[src/rtl/scs_pkg.sv]
package scs_pkg;

  // ==========================================================
  // field widths and encodings
  localparam int SEL_W = 2;
  localparam int DIV_W = 10;
  localparam logic [SEL_W-1:0] SEL_WAKEUP = 2'h0;
  localparam logic [SEL_W-1:0] SEL_RSVD = 2'h1;
  localparam logic [SEL_W-1:0] SEL_PLL = 2'h2;
  localparam logic [SEL_W-1:0] SEL_DIRECT = 2'h3;

  // ==========================================================
  // source vector bit positions, after synchronisation
  localparam int SRC_N = 5;
  localparam int SRC_DIRECT = 0;
  localparam int SRC_CRYSTAL = 1;
  localparam int SRC_INTERNAL = 2;
  localparam int SRC_WAKEUP = 3;
  localparam int SRC_PLL = 4;

  localparam logic [DIV_W-1:0] DIV_ONE = 10'h000;
  localparam logic [DIV_W-1:0] CNT_STEP = 10'h001;

  // ==========================================================
  // system_config_register_0 contents, driven by on-chip logic
  typedef struct packed {
    logic [SEL_W-1:0] clock_source_select;
    logic vco_bypass;
    logic osc_from_crystal;
    logic [DIV_W-1:0] prescaler_divider_field;
  } scs_cfg_t;

  localparam scs_cfg_t CFG_RESET = '{
    clock_source_select: SEL_WAKEUP,
    vco_bypass: 1'b0,
    osc_from_crystal: 1'b0,
    prescaler_divider_field: DIV_ONE
  };

  typedef enum logic [1:0] {
    SW_RUN = 2'b00,
    SW_PARK = 2'b01,
    SW_SETTLE = 2'b10
  } scs_sw_state_t;

endpackage

[src/rtl/scs_sync.sv]
`timescale 1ns/10ps
module scs_sync #(
  parameter int WIDTH = 1
) (
  input wire logic ref_clk,
  input wire logic rst,
  input wire logic [WIDTH-1:0] async_in,
  output logic [WIDTH-1:0] sync_out
);

  // ==========================================================
  // two-flop synchroniser, one per bit
  genvar i;
  generate
    for (i = 0; i < WIDTH; i++) begin : g_bit
      logic meta_q;
      logic meta_d;
      logic stable_q;
      logic stable_d;
      always_comb begin
        meta_d = async_in[i];
        stable_d = meta_q;
      end
      always_ff @(posedge ref_clk or posedge rst) begin
        if (rst) begin
          meta_q <= 1'b0;
          stable_q <= 1'b0;
        end else begin
          meta_q <= meta_d;
          stable_q <= stable_d;
        end
      end
      assign sync_out[i] = stable_q;
    end
  endgenerate

endmodule

[src/rtl/scs_clock_select.sv]
`timescale 1ns/10ps
module scs_clock_select (
  input wire logic ref_clk,
  input wire logic rst,
  input wire scs_pkg::scs_cfg_t cfg,
  input wire logic direct_clock_input,
  input wire logic crystal_input,
  input wire logic internal_clock_input,
  input wire logic wakeup_clock_input,
  input wire logic pll_clock_input,
  output logic sys_clk_q,
  output logic pll_enable_q,
  output scs_pkg::scs_cfg_t active_cfg_q,
  output logic switching_q
);
  import scs_pkg::*;

  // ==========================================================
  // source synchronisation
  logic [SRC_N-1:0] src_raw;
  logic [SRC_N-1:0] src_s;

  assign src_raw[SRC_DIRECT] = direct_clock_input;
  assign src_raw[SRC_CRYSTAL] = crystal_input;
  assign src_raw[SRC_INTERNAL] = internal_clock_input;
  assign src_raw[SRC_WAKEUP] = wakeup_clock_input;
  assign src_raw[SRC_PLL] = pll_clock_input;

  scs_sync #(
    .WIDTH(SRC_N)
  ) u_sync (
    .ref_clk(ref_clk),
    .rst(rst),
    .async_in(src_raw),
    .sync_out(src_s)
  );

  // ==========================================================
  // state
  scs_sw_state_t state_q;
  scs_sw_state_t state_d;
  scs_cfg_t act_q;
  scs_cfg_t act_d;
  logic [DIV_W-1:0] cnt_q;
  logic [DIV_W-1:0] cnt_d;
  logic osc_prev_q;
  logic osc_prev_d;
  logic sys_clk_d;
  logic pll_enable_d;
  logic switching_d;

  // ==========================================================
  // level of a source under a given configuration
  function automatic logic osc_level(input scs_cfg_t c, input logic [SRC_N-1:0] s);
    osc_level = c.osc_from_crystal ? s[SRC_CRYSTAL] : s[SRC_INTERNAL];
  endfunction

  // ceil(K/2) with K = field + 1, so the high phase is never shorter than low
  function automatic logic [DIV_W:0] high_len(input logic [DIV_W-1:0] f);
    logic [DIV_W+1:0] k;
    k = {2'b00, f} + {{(DIV_W+1){1'b0}}, 1'b1};
    high_len = k[DIV_W+1:1] + {{DIV_W{1'b0}}, k[0]};
  endfunction

  logic osc_lvl;
  logic osc_rise;
  logic div_lvl;
  logic src_lvl;
  logic new_lvl;
  logic div_mode;

  always_comb begin
    osc_lvl = osc_level(act_q, src_s);
    osc_rise = osc_lvl & ~osc_prev_q;
    div_lvl = ({1'b0, cnt_q} < high_len(act_q.prescaler_divider_field));
    div_mode = (act_q.clock_source_select == SEL_PLL) && act_q.vco_bypass
      && (act_q.prescaler_divider_field != DIV_ONE);
    new_lvl = 1'b0;
    case (cfg.clock_source_select)
      SEL_DIRECT: new_lvl = src_s[SRC_DIRECT];
      SEL_WAKEUP: new_lvl = src_s[SRC_WAKEUP];
      SEL_PLL: new_lvl = cfg.vco_bypass ? osc_level(cfg, src_s) : src_s[SRC_PLL];
      default: new_lvl = 1'b0;
    endcase
    src_lvl = 1'b0;
    case (act_q.clock_source_select)
      SEL_DIRECT: src_lvl = src_s[SRC_DIRECT];
      SEL_WAKEUP: src_lvl = src_s[SRC_WAKEUP];
      SEL_PLL: begin
        if (act_q.vco_bypass) begin
          // factor one follows the oscillator level itself
          src_lvl = (act_q.prescaler_divider_field == DIV_ONE) ? osc_lvl : div_lvl;
        end else begin
          src_lvl = src_s[SRC_PLL];
        end
      end
      // reserved code parks the clock low rather than guess a source
      default: src_lvl = 1'b0;
    endcase
  end

  // ==========================================================
  // prescaler counter, advanced on oscillator rising edges
  always_comb begin
    // previous level of the oscillator the next config selects, so that
    // changing oscillator never shows a false rising edge
    osc_prev_d = osc_level(act_d, src_s);
    cnt_d = cnt_q;
    // keeps counting while parked, else a divided high phase never ends
    if (state_q != SW_RUN && state_q != SW_PARK) begin
      cnt_d = '0;
    end else if (osc_rise) begin
      // wraps after field+1 edges, 10 bits reach a factor of 1024
      cnt_d = (cnt_q == act_q.prescaler_divider_field) ? '0 : cnt_q + CNT_STEP;
    end
  end

  always_ff @(posedge ref_clk or posedge rst) begin
    if (rst) begin
      cnt_q <= '0;
      osc_prev_q <= 1'b0;
    end else begin
      cnt_q <= cnt_d;
      osc_prev_q <= osc_prev_d;
    end
  end

  // ==========================================================
  // switch sequencer: finish the current high phase, hold low,
  // then release once the new source is low itself, or on an oscillator rising edge when divided
  always_comb begin
    state_d = state_q;
    act_d = act_q;
    sys_clk_d = 1'b0;
    case (state_q)
      SW_RUN: begin
        sys_clk_d = src_lvl;
        if (cfg != act_q) begin
          state_d = SW_PARK;
        end
      end
      SW_PARK: begin
        // never cut a high phase short
        sys_clk_d = sys_clk_q & src_lvl;
        if (!sys_clk_q) begin
          sys_clk_d = 1'b0;
          act_d = cfg;
          state_d = SW_SETTLE;
        end
      end
      SW_SETTLE: begin
        sys_clk_d = 1'b0;
        if (cfg != act_q) begin
          act_d = cfg;
        end else if (div_mode ? osc_rise : !new_lvl) begin
          // divided path starts on an oscillator edge, first period whole
          state_d = SW_RUN;
        end
      end
      default: begin
        state_d = SW_RUN;
        sys_clk_d = 1'b0;
      end
    endcase
    pll_enable_d = (act_d.clock_source_select == SEL_PLL) && !act_d.vco_bypass;
    switching_d = (state_d != SW_RUN);
  end

  always_ff @(posedge ref_clk or posedge rst) begin
    if (rst) begin
      state_q <= SW_SETTLE;
      act_q <= CFG_RESET;
      sys_clk_q <= 1'b0;
      pll_enable_q <= 1'b0;
      switching_q <= 1'b1;
    end else begin
      state_q <= state_d;
      act_q <= act_d;
      sys_clk_q <= sys_clk_d;
      pll_enable_q <= pll_enable_d;
      switching_q <= switching_d;
    end
  end

  assign active_cfg_q = act_q;

  // ==========================================================
  // checks
  logic run_now;
  assign run_now = (state_q == SW_RUN) && (cfg == act_q);

  direct_drive_a: assert property (
    @(posedge ref_clk) disable iff (rst)
    (run_now && act_q.clock_source_select == SEL_DIRECT)
    |=> sys_clk_q == $past(src_s[SRC_DIRECT]))
    else $error("direct drive does not follow the direct clock input");

  presc_path_a: assert property (
    @(posedge ref_clk) disable iff (rst)
    (run_now && act_q.clock_source_select == SEL_PLL && act_q.vco_bypass
     && act_q.prescaler_divider_field != DIV_ONE)
    |=> sys_clk_q == $past(div_lvl))
    else $error("prescaler mode output not taken from the divider");

  presc_wrap_a: assert property (
    @(posedge ref_clk) disable iff (rst)
    (state_q == SW_RUN && osc_rise && cnt_q == act_q.prescaler_divider_field)
    |=> cnt_q == '0)
    else $error("prescaler count did not wrap at divider field");

  presc_step_a: assert property (
    @(posedge ref_clk) disable iff (rst)
    (state_q == SW_RUN && osc_rise && cnt_q != act_q.prescaler_divider_field)
    |=> cnt_q == $past(cnt_q) + CNT_STEP)
    else $error("prescaler count did not advance on oscillator edge");

  presc_unity_a: assert property (
    @(posedge ref_clk) disable iff (rst)
    (run_now && act_q.clock_source_select == SEL_PLL && act_q.vco_bypass
     && act_q.prescaler_divider_field == DIV_ONE)
    |=> sys_clk_q == $past(osc_lvl))
    else $error("unity factor does not pass the oscillator level");

  presc_range_a: assert property (
    @(posedge ref_clk) disable iff (rst)
    state_q == SW_RUN |-> cnt_q <= act_q.prescaler_divider_field)
    else $error("prescaler count beyond divider field");

  crystal_pass_a: assert property (
    @(posedge ref_clk) disable iff (rst)
    (run_now && act_q.clock_source_select == SEL_PLL && act_q.vco_bypass
     && act_q.osc_from_crystal && act_q.prescaler_divider_field == DIV_ONE)
    |=> sys_clk_q == $past(src_s[SRC_CRYSTAL]))
    else $error("crystal bypass with factor one is not a pass-through");

  pll_enable_a: assert property (
    @(posedge ref_clk) disable iff (rst)
    pll_enable_q == (act_q.clock_source_select == SEL_PLL && !act_q.vco_bypass))
    else $error("pll enable disagrees with active selection");

  wakeup_pass_a: assert property (
    @(posedge ref_clk) disable iff (rst)
    (run_now && act_q.clock_source_select == SEL_WAKEUP)
    |=> sys_clk_q == $past(src_s[SRC_WAKEUP]))
    else $error("wakeup mode does not follow the wakeup clock");

  no_rise_switch_a: assert property (
    @(posedge ref_clk) disable iff (rst)
    $rose(sys_clk_q) |-> $past(state_q) == SW_RUN)
    else $error("system clock rose while a switch was in progress");

  no_cut_high_a: assert property (
    @(posedge ref_clk) disable iff (rst)
    (sys_clk_q && state_q != SW_RUN && src_lvl) |=> sys_clk_q)
    else $error("high phase truncated during a switch");

  div_release_a: assert property (
    @(posedge ref_clk) disable iff (rst)
    (state_q == SW_SETTLE && cfg == act_q && div_mode && !osc_rise) |=> state_q != SW_RUN)
    else $error("divided clock released away from an oscillator edge");

endmodule

[config.mk]
export PLATFORM = sky130hd
export DESIGN_NAME = scs_clock_select
export DESIGN_NICKNAME = d
export VERILOG_FILES = /design/src/rtl/scs_pkg.sv /design/src/rtl/scs_sync.sv /design/src/rtl/scs_clock_select.sv
export SDC_FILE = /design/constraint.sdc
export NUM_CORES = 1
export LEC_CHECK = 0
export ABC_CLOCK_PERIOD_IN_PS = 2100
export BUFFER_PORTS_ARGS = -buffer_cell sky130_fd_sc_hd__buf_4
export CORE_MARGIN = 4
export CORE_UTILIZATION = 35
export CTS_CLUSTER_DIAMETER = 120
export DETAILED_ROUTE_END_ITERATION = 16
export PLACE_DENSITY = 0.58
export SLEW_MARGIN = 0
export SYNTH_ARGS = -nofsm -noshare
export SYNTH_HDL_FRONTEND = slang
export SYNTH_HIERARCHICAL = 1
export SYNTH_SLANG_ARGS = --single-unit
[constraint.sdc]
create_clock -name ref_clk -period 2.1 [get_ports ref_clk]
set_input_delay 0.105 -clock ref_clk [delete_from_list [all_inputs] [get_ports ref_clk]]
set_output_delay 0.105 -clock ref_clk [all_outputs]
set_load 0.005 [all_outputs]
==> impl_metrics.py, run 1 <==
metrics = {
    "global_routing": {
        "antenna_found_initial": 0,
        "grt_usage_pct": 15.51,
        "overflow": 0,
        "grt_pass1_vias": 2134,
        "grt_first_pass_wirelength_um": 10580,
        "grt_max_degree": 31,
    },
    "power_and_ir_drop": {
        "worst_ir_drop_vdd_v": 0.0003846,
        "p_sw_share_pct": 40.42,
        "powerDensity_nw_per_um2": 1147,
        "pwr-share-seq_pct": 26.7,
        "pwr-share-clk_pct": 15.5,
        "combPwrFrac_pct": 57.8,
        "leakage_nw": 1.735,
        "power.internal_mw": 2.519,
        "switchingPower_mw": 1.709,
    },
    "finish": {
        "drive_above_1_share_pct": 43.35,
        "final_cell_mix": "82 x buf_4, 34 x dfrtp_1, 19 x inv_1",
        "area_growth_pct": 43.22,
        "fin_nets": 381,
        "n_fill_cell": 635,
        "multi_input_area_um2": 1618,
        "instances_no_fill": 442,
        "utilization_pct": 52.80,
        "regArea_um2": 1008,
        "mostFrequentLayoutCell": "buf_4",
        "finalInstanceArea_um2": 3686,
        "antenna_cells": 0,
    },
    "worst_setup_path": {
        "rrSetupSlack_ns": -0.17,
        "cp_common_cell": "nand2_1",
        "cp_slowest_stage_delay_ns": 0.46,
        "r2r_end": "sys_clk_q$_DFF_PP0_",
        "worstPathCellList": "ha_4 > a21oi_4 > buf_6 > nor4_4 > xnor2_2 > ha_1 > a21o_1 > nand2_1 > o2111ai_2 > a41oi_2 > o21ai_1 > nand2_1",
        "crit_path_max_fanout": 4,
        "path_depth": 12,
        "path_buf_inv": 1,
        "required_ns": 2.34,
        "rr_worst_depth": 12,
        "crit_family": "compound AO/OA/AOI/OAI gates",
        "worstSetupPathType": "reg -> reg",
        "crit_slowest_cell": "dfrtp_2",
        "arrival_ns": 2.51,
        "r2r_start": "active_cfg_q[2]$_DFFE_PP0P_",
        "crit_path_end_kind": "flip-flop",
        "endpoint": "sys_clk_q$_DFF_PP0_",
        "crit_start": "active_cfg_q[2]$_DFFE_PP0P_",
        "worst_setup_path_start_kind": "flip-flop",
    },
    "sta": {
        "fmax_ghz": 0.4415,
        "report.final.hold_viol_count": 0,
        "fin_tns_setup_ns": -0.2577,
        "setup_viol": 3,
        "tightestPinTransition_ns": 0.4315,
        "maxSlewViolCount": 0,
        "rsz0062_at_grt": "yes",
        "relSlewSlack_pct": 71.23,
        "min_period_ns": 2.265,
        "skew_ns": 0.006050,
        "finalCritPeriodShare_pct": 107.9,
        "setup_ws_ns": -0.1652,
    },
    "min_path": {
        "hp-class": "in -> reg",
    },
    "drt": {
        "wl_per_cell_um": 15.60,
        "drt_wl_total_um": 6894,
        "wl_met3_um": 262,
        "drc_errors": 0,
        "vias": 2193,
        "ant_nets": 0,
        "dr_wl_met2_um": 3446,
        "met1_length_um": 3075,
        "first_pass_iters": 4,
        "drtIter0Drc": 110,
        "drt-vias-per-instance": 4.962,
        "top_layer_used": "met4",
    },
    "yosys": {
        "async_flop_share_pct": 100.0,
        "ys_seq_area_share_pct": 38.99,
        "ys_ff_latch": 40,
        "synth_ff_type": "dfrtp_1",
        "ys_warn_count": 6,
        "synthCells": 258,
        "synth-edff-count": 0,
        "avgSynthCellArea_um2": 9.976,
        "synth.cell_area_um2": 2574,
        "synth_nets": 294,
        "yosysUniqueCellTypes": 53,
    },
    "placement": {
        "place_area_um2": 3211,
        "pre_cts_ws_ns": -0.1309,
        "port_buffers": 37,
        "dpl.cell_count": 417,
        "place.gp.congestion": 0.8266,
        "dp_hpwl_um": 4943,
    },
    "clock_tree": {
        "clock-sinks": 40,
        "cts-root-buf": "clkbuf_8",
        "clk_latency_ns": 0.30,
        "clk_pin_slew_ns": 0.09,
        "cts_max_level": 2,
        "cts_tree": "yes",
        "cts_buffers": 5,
        "cts_max_path_buffers": 2,
    },
    "floorplanning": {
        "die_x_um": 93.75,
        "std_cell_rows": 30,
        "start_util_pct": 36.86,
        "dieArea_um2": 8789,
        "core_um2": 6982,
        "io_pins": 38,
        "die_y_um": 93.75,
    },
    "job": {
        "max-cap-violations": 0,
    },
    "status": {
        "status": "complete, but fails checks",
        "violations": "setup timing",
    },
}
-- cells in the mapped netlist, drive strengths merged (2+ instances only) --
cell	number	area, µm²
a22o	6	65.07
dfstp	2	52.55
mux2	2	26.27
nand2	13	48.80
and4	2	17.52
nor2	17	63.81
nand4	9	75.08
a21o	3	22.52
o21ai	15	75.07
clkbuf	3	11.26
nand2b	2	12.51
and3	2	12.51
mux2i	3	30.03
nor4	6	43.79
a21oi	7	35.03
nor3b	4	35.03
ha	15	187.7
inv	20	75.07
nand3	15	75.07
xor2	14	122.6
buf	12	90.08
xnor2	24	240.2
nand3b	2	15.01
o22ai	3	18.77
a211o	2	17.52
dfrtp	38	950.9
nor3	2	10.01
-- metal layers --
| layer | vias up | GRT usage [%] |
|---|---|---|
| met3 | 10 | 3.125 |
| met2 | 41 | 26.73 |
| met4 | 0 | 4.693 |
| li1 | 1077 | - |
| met5 | - | 0 |
| met1 | 1065 | 19.44 |
-- repair_timing --
action / in CTS / in global routing
endpoints found under the hold margin: 43 / 0
pin swaps: 6 / 19
buffers inserted: 1 / 9
hold buffers: 6 / 0
cloned: 0 / 2
setup endpoints to repair: 3 / 18
resized for setup: 9 / 38
-- sequential cells by signal, indices dropped and copies added (netlist names) --
signal / flops
u_sync/g_bit.meta_q: 5
cnt_q: 10
sys_clk_q: 1
u_sync/g_bit.stable_q: 5
active_cfg_q: 14
state_q: 2
pll_enable_q: 1
osc_prev_q: 1
switching_q: 1
-- layout make-up --
class                           instances  share of cell area (%)
Inverter                               20                   2.037
Multi-Input combinational cell        183                   43.89
Sequential cell                        40                   27.36
Timing Repair Buffer                   95                   20.30
Clock buffer                            5                   1.867
Clock inverter                          3                   1.290
Tap cell                               96                   3.259
-- power by group through the flow --
| stage | sequential [mW] | clock [mW] | combinational, mW |
|---|---|---|---|
| after CTS | 1.11 | 0.673 | 2.15 |
| final | 1.13 | 0.655 | 2.44 |
| after detailed placement | 1.13 | 0 | 2.08 |
| after global placement | 1.12 | 0 | 2.05 |
| after floorplan | 1.13 | 0 | 1.23 |
| after global routing | 1.16 | 0.701 | 2.65 |
-- worst register-to-register path, stage by stage, from the launching register on --
cell	delay, ns
dfrtp_2	0.46
ha_4	0.18
a21oi_4	0.21
buf_6	0.13
nor4_4	0.04
xnor2_2	0.14
ha_1	0.31
a21o_1	0.16
nand2_1	0.08
o2111ai_2	0.10
a41oi_2	0.24
o21ai_1	0.10
nand2_1	0.06
-- stage by stage --
stage	hold slack, ns	power, mW
2_1_floorplan	-0.05482	2.363
3_3_place_gp	0.1015	3.169
3_5_place_dp	0.1088	3.205
4_1_cts	0.04517	3.936
5_1_grt	0.05419	4.513
6_report	0.04882	4.227
-- how the worst min path moves through the flow --
stage | slack, ns | depth (start not counted) | from | endpoint
after floorplan | -0.05 | 1 | rst | u_sync/g_bit[0].meta_q$_DFF_PP0_
after global placement | 0.10 | 2 | rst | u_sync/g_bit[1].meta_q$_DFF_PP0_
after detailed placement | 0.11 | 2 | rst | u_sync/g_bit[1].meta_q$_DFF_PP0_
after CTS | 0.05 | 3 | cfg[4] | active_cfg_q[4]$_DFFE_PP0P_
after global routing | 0.05 | 3 | cfg[8] | active_cfg_q[8]$_DFFE_PP0P_
final | 0.05 | 3 | cfg[8] | active_cfg_q[8]$_DFFE_PP0P_
-- logic make-up (layout without fill, tap and decap cells) --
logic type	after synthesis	after routing	synth area share (%)
multiplexers	5	5	2.187
AND/OR/NAND/NOR	79	79	17.26
flip-flops	40	40	38.99
XOR/XNOR	38	38	14.10
buffers and inverters	35	123	6.854
AO/OA/AOI/OAI	46	46	13.32
adder cells (fa/ha/maj)	15	15	7.292
(Power assumes the default switching activity.)
==> run 2: changes to the inputs <==
ABC_AREA = 1   (was unset)
==> impl_metrics.py, run 2 <==
metrics = {
    "floorplanning": {
        "dieArea_um2": 9869,
        "std_cell_rows": 33,
        "die_x_um": 99.35,
        "io_pins": 38,
        "start_util_pct": 35.72,
        "die_y_um": 99.35,
        "core_um2": 8175,
    },
    "finish": {
        "fin_nets": 527,
        "largest_register_ffs": 14,
        "instances_no_fill": 597,
        "final_cell_mix": "126 x nand2_1, 71 x buf_4, 62 x inv_1",
        "drive_above_1_share_pct": 23.58,
        "area_growth_pct": 29.73,
        "antenna_cells": 0,
        "mostFrequentLayoutCell": "nand2_1",
    },
    "status": {
        "violations": "setup timing",
        "status": "complete, but fails checks",
    },
    "yosys": {
        "ys_warn_count": 6,
        "avgSynthCellArea_um2": 6.986,
        "ys_seq_area_share_pct": 34.36,
        "synth_ff_type": "dfrtp_1",
        "synth_top_area_share_pct": 32.56,
        "synth.top_cells.by_area": "dfrtp_1 33%, nand2_1 17%, inv_1 8.0%, ha_1 6.4%, nor2_1 4.6%",
        "synth-edff-count": 0,
        "synthCells": 418,
        "synth.cell_area_um2": 2920,
        "async_flop_share_pct": 100.0,
        "yosysUniqueCellTypes": 38,
        "synth_commonest_cells": "129 x nand2_1, 62 x inv_1, 38 x dfrtp_1",
        "synth_nets": 454,
        "synth_largest_area_cell": "dfrtp_1",
        "ys_ff_latch": 40,
        "yosysMostFrequentCell": "nand2_1",
    },
    "power_and_ir_drop": {
        "worst_ir_drop_vdd_v": 0.0006700,
        "powerDensity_nw_per_um2": 1213,
        "leakage_nw": 1.961,
    },
    "clock_tree": {
        "cts-root-buf": "clkbuf_8",
        "clk_pin_slew_ns": 0.09,
        "cts_tree": "yes",
        "cts_max_level": 2,
        "cts_max_path_buffers": 2,
        "clk_latency_ns": 0.30,
        "cts_buffers": 5,
        "clock-sinks": 40,
    },
    "drt": {
        "drt_wl_total_um": 7439,
        "wl_per_cell_um": 12.46,
        "drc_errors": 0,
        "drt-vias-per-instance": 4.782,
        "drtIter0Drc": 130,
        "first_pass_iters": 4,
        "vias": 2855,
        "ant_nets": 0,
    },
    "global_routing": {
        "grt_usage_pct": 15.91,
        "grt_first_pass_wirelength_um": 12920,
        "grt_max_degree": 31,
        "grt_pass1_vias": 2859,
        "antenna_found_initial": 0,
        "overflow": 0,
    },
    "placement": {
        "port_buffers": 37,
        "dpl.cell_count": 577,
        "place.gp.congestion": 0.8849,
        "dp_hpwl_um": 5732,
    },
    "sta": {
        "min_period_ns": 2.407,
        "skew_ns": 0.007820,
        "finalCritPeriodShare_pct": 114.6,
        "rsz0062_at_grt": "yes",
        "hold_slack_ns": 0.09476,
        "tightestPinTransition_ns": 0.3966,
        "maxSlewViolCount": 0,
        "fmax_ghz": 0.4154,
        "relSlewSlack_pct": 73.56,
        "report.final.hold_viol_count": 0,
        "setup_viol": 1,
        "setup_ws_ns": -0.3074,
    },
    "worst_setup_path": {
        "worst_setup_path_start_kind": "flip-flop",
        "arrival_ns": 2.63,
        "crit_slowest_cell": "dfrtp_2",
        "crit_family": "simple AND/OR/NAND/NOR gates",
        "cp_slowest_stage_delay_ns": 0.43,
        "worstSetupPathType": "reg -> reg",
        "r2r_start": "active_cfg_q[2]$_DFFE_PP0P_",
        "crit_path_max_fanout": 5,
        "worstPathCellList": "ha_4 > nand2_4 > nor2_4 > nand2_2 > nor2_4 > xor2_2 > nor2_2 > nand3_2 > nor2_1 > nor2_1 > ha_1 > buf_4 > nand4_1 > nand3_2 > nand2_1 > nand2_1 > a21oi_2",
        "required_ns": 2.33,
        "path_buf_inv": 1,
        "crit_path_end_kind": "flip-flop",
        "rrSetupSlack_ns": -0.31,
        "crit_start": "active_cfg_q[2]$_DFFE_PP0P_",
    },
    "min_path": {
        "hp-class": "in -> reg",
        "hp-start": "cfg[4]",
    },
    "job": {
        "max-cap-violations": 0,
    },
}
-- run 2: cell families (layout without fill, tap and decap cells) --
group / Yosys count / count (layout) / synth area share, %
fa+ha+maj: 15 / 15 / 6.427
compound gates: 56 / 56 / 10.97
xor+xnor: 17 / 17 / 5.356
buf+inv: 75 / 149 / 10.67
flops: 40 / 40 / 34.36
simple gates: 215 / 215 / 32.22
-- run 2: per-stage QoR --
stage | setup slack (ns) | util (%) | instance area (µm²) | total power [mW] | TNS [ns]
6_report | -0.3074 | 46.34 | 3789 | 4.597 | -0.3074
3_3_place_gp | -0.2443 | 42.85 | 3503 | 3.806 | -0.2443
4_1_cts | -0.3262 | 45.64 | 3731 | 4.576 | -0.3262
3_5_place_dp | -0.3588 | 42.85 | 3503 | 3.849 | -0.3588
2_1_floorplan | -0.1601 | - | 2955 | 2.877 | -0.1601
5_1_grt | -0.4694 | 46.34 | 3789 | 5.056 | -0.4694
-- run 2: power by group --
| part | switching, mW | internal, mW |
|---|---|---|
| logic | 1.54 | 1.12 |
| clock network | 0.303 | 0.358 |
| registers | 0.268 | 1.00 |
-- run 2: worst paths after layout --
kind	cells past startpoint	end
max	17	sys_clk_q$_DFF_PP0_
max reg2reg	17	sys_clk_q$_DFF_PP0_
min	3	active_cfg_q[4]$_DFFE_PP0P_
max in group asynchronous	4	state_q[1]$_DFF_PP1_
min in group asynchronous	3	u_sync/g_bit[2].meta_q$_DFF_PP0_
min reg2reg	0	u_sync/g_bit[0].stable_q$_DFF_PP0_
-- run 2: area by class of cell --
| cell class | count | area [µm²] |
|---|---|---|
| flip-flops and latches | 40 | 1008 |
| well taps | 105 | 131.4 |
| fillers | 840 | 4387 |
| multi-input cells | 303 | 1699 |
| clock buffers | 5 | 68.82 |
| repair buffers | 77 | 593.1 |
| inverters | 64 | 240.2 |
| clock inverters | 3 | 47.55 |
-- run 2: timing repair --
action / 4_1_cts / 5_1_grt
setup buffers: 5 / 1
pin swaps: 9 / 12
endpoints found under the hold margin: 43 / 0
hold buffers: 6 / 0
gates resized for setup: 4 / 12
setup endpoints to repair: 1 / 1
-- run 2: metal layers --
layer | track usage [%] | part of all wire [%] | up-vias
met5 | 0 | 0 | -
met3 | 3.015 | 3.9 | 6
met4 | 3.046 | 0.71 | 0
met2 | 28.20 | 50 | 53
li1 | - | - | 1472
met1 | 20.25 | 45 | 1324
-- run 2: tightest hold or removal path: stages --
cell and delay, ns:
buf_4 0.12, nand2_1 0.05, o22ai_1 0.07
==> run 3: changes to the inputs <==
CELL_PAD_IN_SITES_DETAIL_PLACEMENT = 2   (was unset)
CELL_PAD_IN_SITES_GLOBAL_PLACEMENT = 2   (was unset)
CORE_UTILIZATION = 29   (was 35)
PLACE_DENSITY = 0.78   (was 0.58)
RECOVER_POWER = 25   (was unset)
TNS_END_PERCENT = 1   (was unset)
==> impl_metrics.py, run 3 (synthesis gave the netlist of run 2 again) <==
metrics = {
    "status": {
        "status": "complete, but fails checks",
        "violations": "setup timing",
    },
    "drt": {
        "wl_per_cell_um": 21.38,
        "first_pass_iters": 4,
        "ant_nets": 0,
        "vias": 3242,
        "drc_errors": 0,
        "drt_wl_total_um": 13600,
        "drt-vias-per-instance": 5.097,
        "drtIter0Drc": 218,
    },
    "worst_setup_path": {
        "crit_start": "active_cfg_q[2]$_DFFE_PP0P_",
        "arrival_ns": 3.16,
        "worst_setup_path_start_kind": "flip-flop",
        "worstPathCellList": "buf_6 > nand2_2 > nor2_4 > xor2_2 > or2_4 > nor2_8 > nand2_4 > xnor2_4 > ha_4 > nand2_2 > o21ai_1 > nand4_1 > nand3_2 > nand2_1 > nand2_1 > a21oi_2",
        "crit_family": "simple AND/OR/NAND/NOR gates",
        "crit_slowest_cell": "dfrtp_2",
        "path_buf_inv": 1,
        "worstSetupPathType": "reg -> reg",
        "r2r_start": "active_cfg_q[2]$_DFFE_PP0P_",
        "required_ns": 2.32,
        "crit_path_end_kind": "flip-flop",
        "cp_slowest_stage_delay_ns": 0.42,
        "crit_path_max_fanout": 3,
    },
    "floorplanning": {
        "dieArea_um2": 11740,
        "die_y_um": 108.4,
        "io_pins": 38,
        "core_um2": 9774,
        "start_util_pct": 29.88,
        "die_x_um": 108.4,
        "std_cell_rows": 36,
    },
    "job": {
        "max-cap-violations": 0,
    },
    "finish": {
        "utilization_pct": 41.35,
        "mostFrequentLayoutCell": "nand2_1",
        "final_cell_mix": "120 x nand2_1, 73 x buf_4, 59 x inv_1",
        "drive_above_1_share_pct": 29.42,
        "antenna_cells": 0,
        "fin_nets": 538,
        "area_growth_pct": 38.39,
        "largest_register_ffs": 14,
    },
    "clock_tree": {
        "cts_tree": "yes",
        "cts_max_level": 2,
        "cts-root-buf": "clkbuf_8",
        "cts_max_path_buffers": 2,
        "clock-sinks": 40,
        "clk_pin_slew_ns": 0.10,
        "cts_buffers": 5,
        "clk_latency_ns": 0.32,
    },
    "sta": {
        "tightestPinTransition_ns": 0.8204,
        "rsz0062_at_grt": "yes",
        "skew_ns": 0.01100,
        "setup_ws_ns": -0.8452,
        "finalCritPeriodShare_pct": 140.2,
        "fmax_ghz": 0.3395,
        "maxSlewViolCount": 0,
        "report.final.hold_viol_count": 0,
        "hold_slack_ns": 0.06967,
        "relSlewSlack_pct": 45.30,
        "min_period_ns": 2.945,
        "setup_viol": 3,
    },
    "global_routing": {
        "grt_first_pass_wirelength_um": 19370,
        "grt_max_degree": 31,
        "grt_usage_pct": 21.37,
        "overflow": 0,
        "grt_pass1_vias": 3540,
        "antenna_found_initial": 0,
    },
    "min_path": {
        "hp-start": "cfg[8]",
        "hp-class": "in -> reg",
    },
    "power_and_ir_drop": {
        "powerDensity_nw_per_um2": 1338,
        "total_power_mw": 5.406,
        "leakage_nw": 2.024,
        "worst_ir_drop_vdd_v": 0.0003814,
    },
    "placement": {
        "port_buffers": 37,
        "place.gp.congestion": 0.8062,
        "dp_hpwl_um": 8124,
    },
}
## run 3: changes by cell type in the layout (fill, tap and decap cells not counted), moves of 3 or more
cell / delta
clkbuf_4: +6
ha_1: -3
inv_1: -3
nand2_1: -6
nand2_2: +6
nor2_1: -3
## run 3: repair_timing
| item | CTS | global route |
|---|---|---|
| resized for setup | 16 | 30 |
| hold buffers | 6 | 0 |
| endpoints found under the hold margin | 43 | 0 |
| setup endpoints to repair | 4 | 20 |
| pin swaps | 9 | 20 |
| buffers inserted | 6 | 7 |
## run 3: final timing paths
kind / endpoint / slack, ns / depth (start not counted)
min reg2reg: u_sync/g_bit[2].stable_q$_DFF_PP0_ / 0.36 / 0
max: sys_clk_q$_DFF_PP0_ / -0.85 / 16
min in group asynchronous: u_sync/g_bit[3].stable_q$_DFF_PP0_ / 0.33 / 3
max reg2reg: sys_clk_q$_DFF_PP0_ / -0.85 / 16
min: active_cfg_q[8]$_DFFE_PP0P_ / 0.07 / 3
max in group asynchronous: active_cfg_q[8]$_DFFE_PP0P_ / 0.94 / 4
## run 3: area by class of cell
type / count / area, µm²
repair buffers: 88 / 680.7
inverters: 64 / 242.7
clock inverters: 3 / 46.29
clock buffers: 5 / 68.82
multi-input cells: 303 / 1827
flip-flops and latches: 40 / 1010
well taps: 133 / 166.4
fillers: 1134 / 5733
## run 3: report_power, final
part / leakage [nW] / internal, mW / switching (mW)
logic: 1.47 / 1.28 / 2.11
clock network: 0.0548 / 0.359 / 0.352
registers: 0.497 / 1.00 / 0.308
total: 2.02 / 2.64 / 2.77
## run 3: worst min-delay path: stages
cell	delay, ns
buf_4	0.12
nand2_1	0.06
o22ai_1	0.08
## run 3: routing by layer
metal,routed length (µm),track usage (%),vias to the layer above
met5,0,0,-
met4,471,5.771,0
met3,351,2.328,28
met2,7159,39.83,62
met1,5616,25.94,1656
li1,-,-,1496
## run 3: stage by stage
step	instances	setup TNS, ns	instance area (µm²)	setup WS (ns)
6_report	636	-0.9546	4041	-0.8452
5_1_grt	636	-2.701	4041	-0.8966
4_1_cts	629	-0.4536	3857	-0.4536
2_1_floorplan	418	-0.1601	2955	-0.1601
3_5_place_dp	609	-0.4660	3568	-0.4660
3_3_place_gp	609	-0.2959	3568	-0.2959
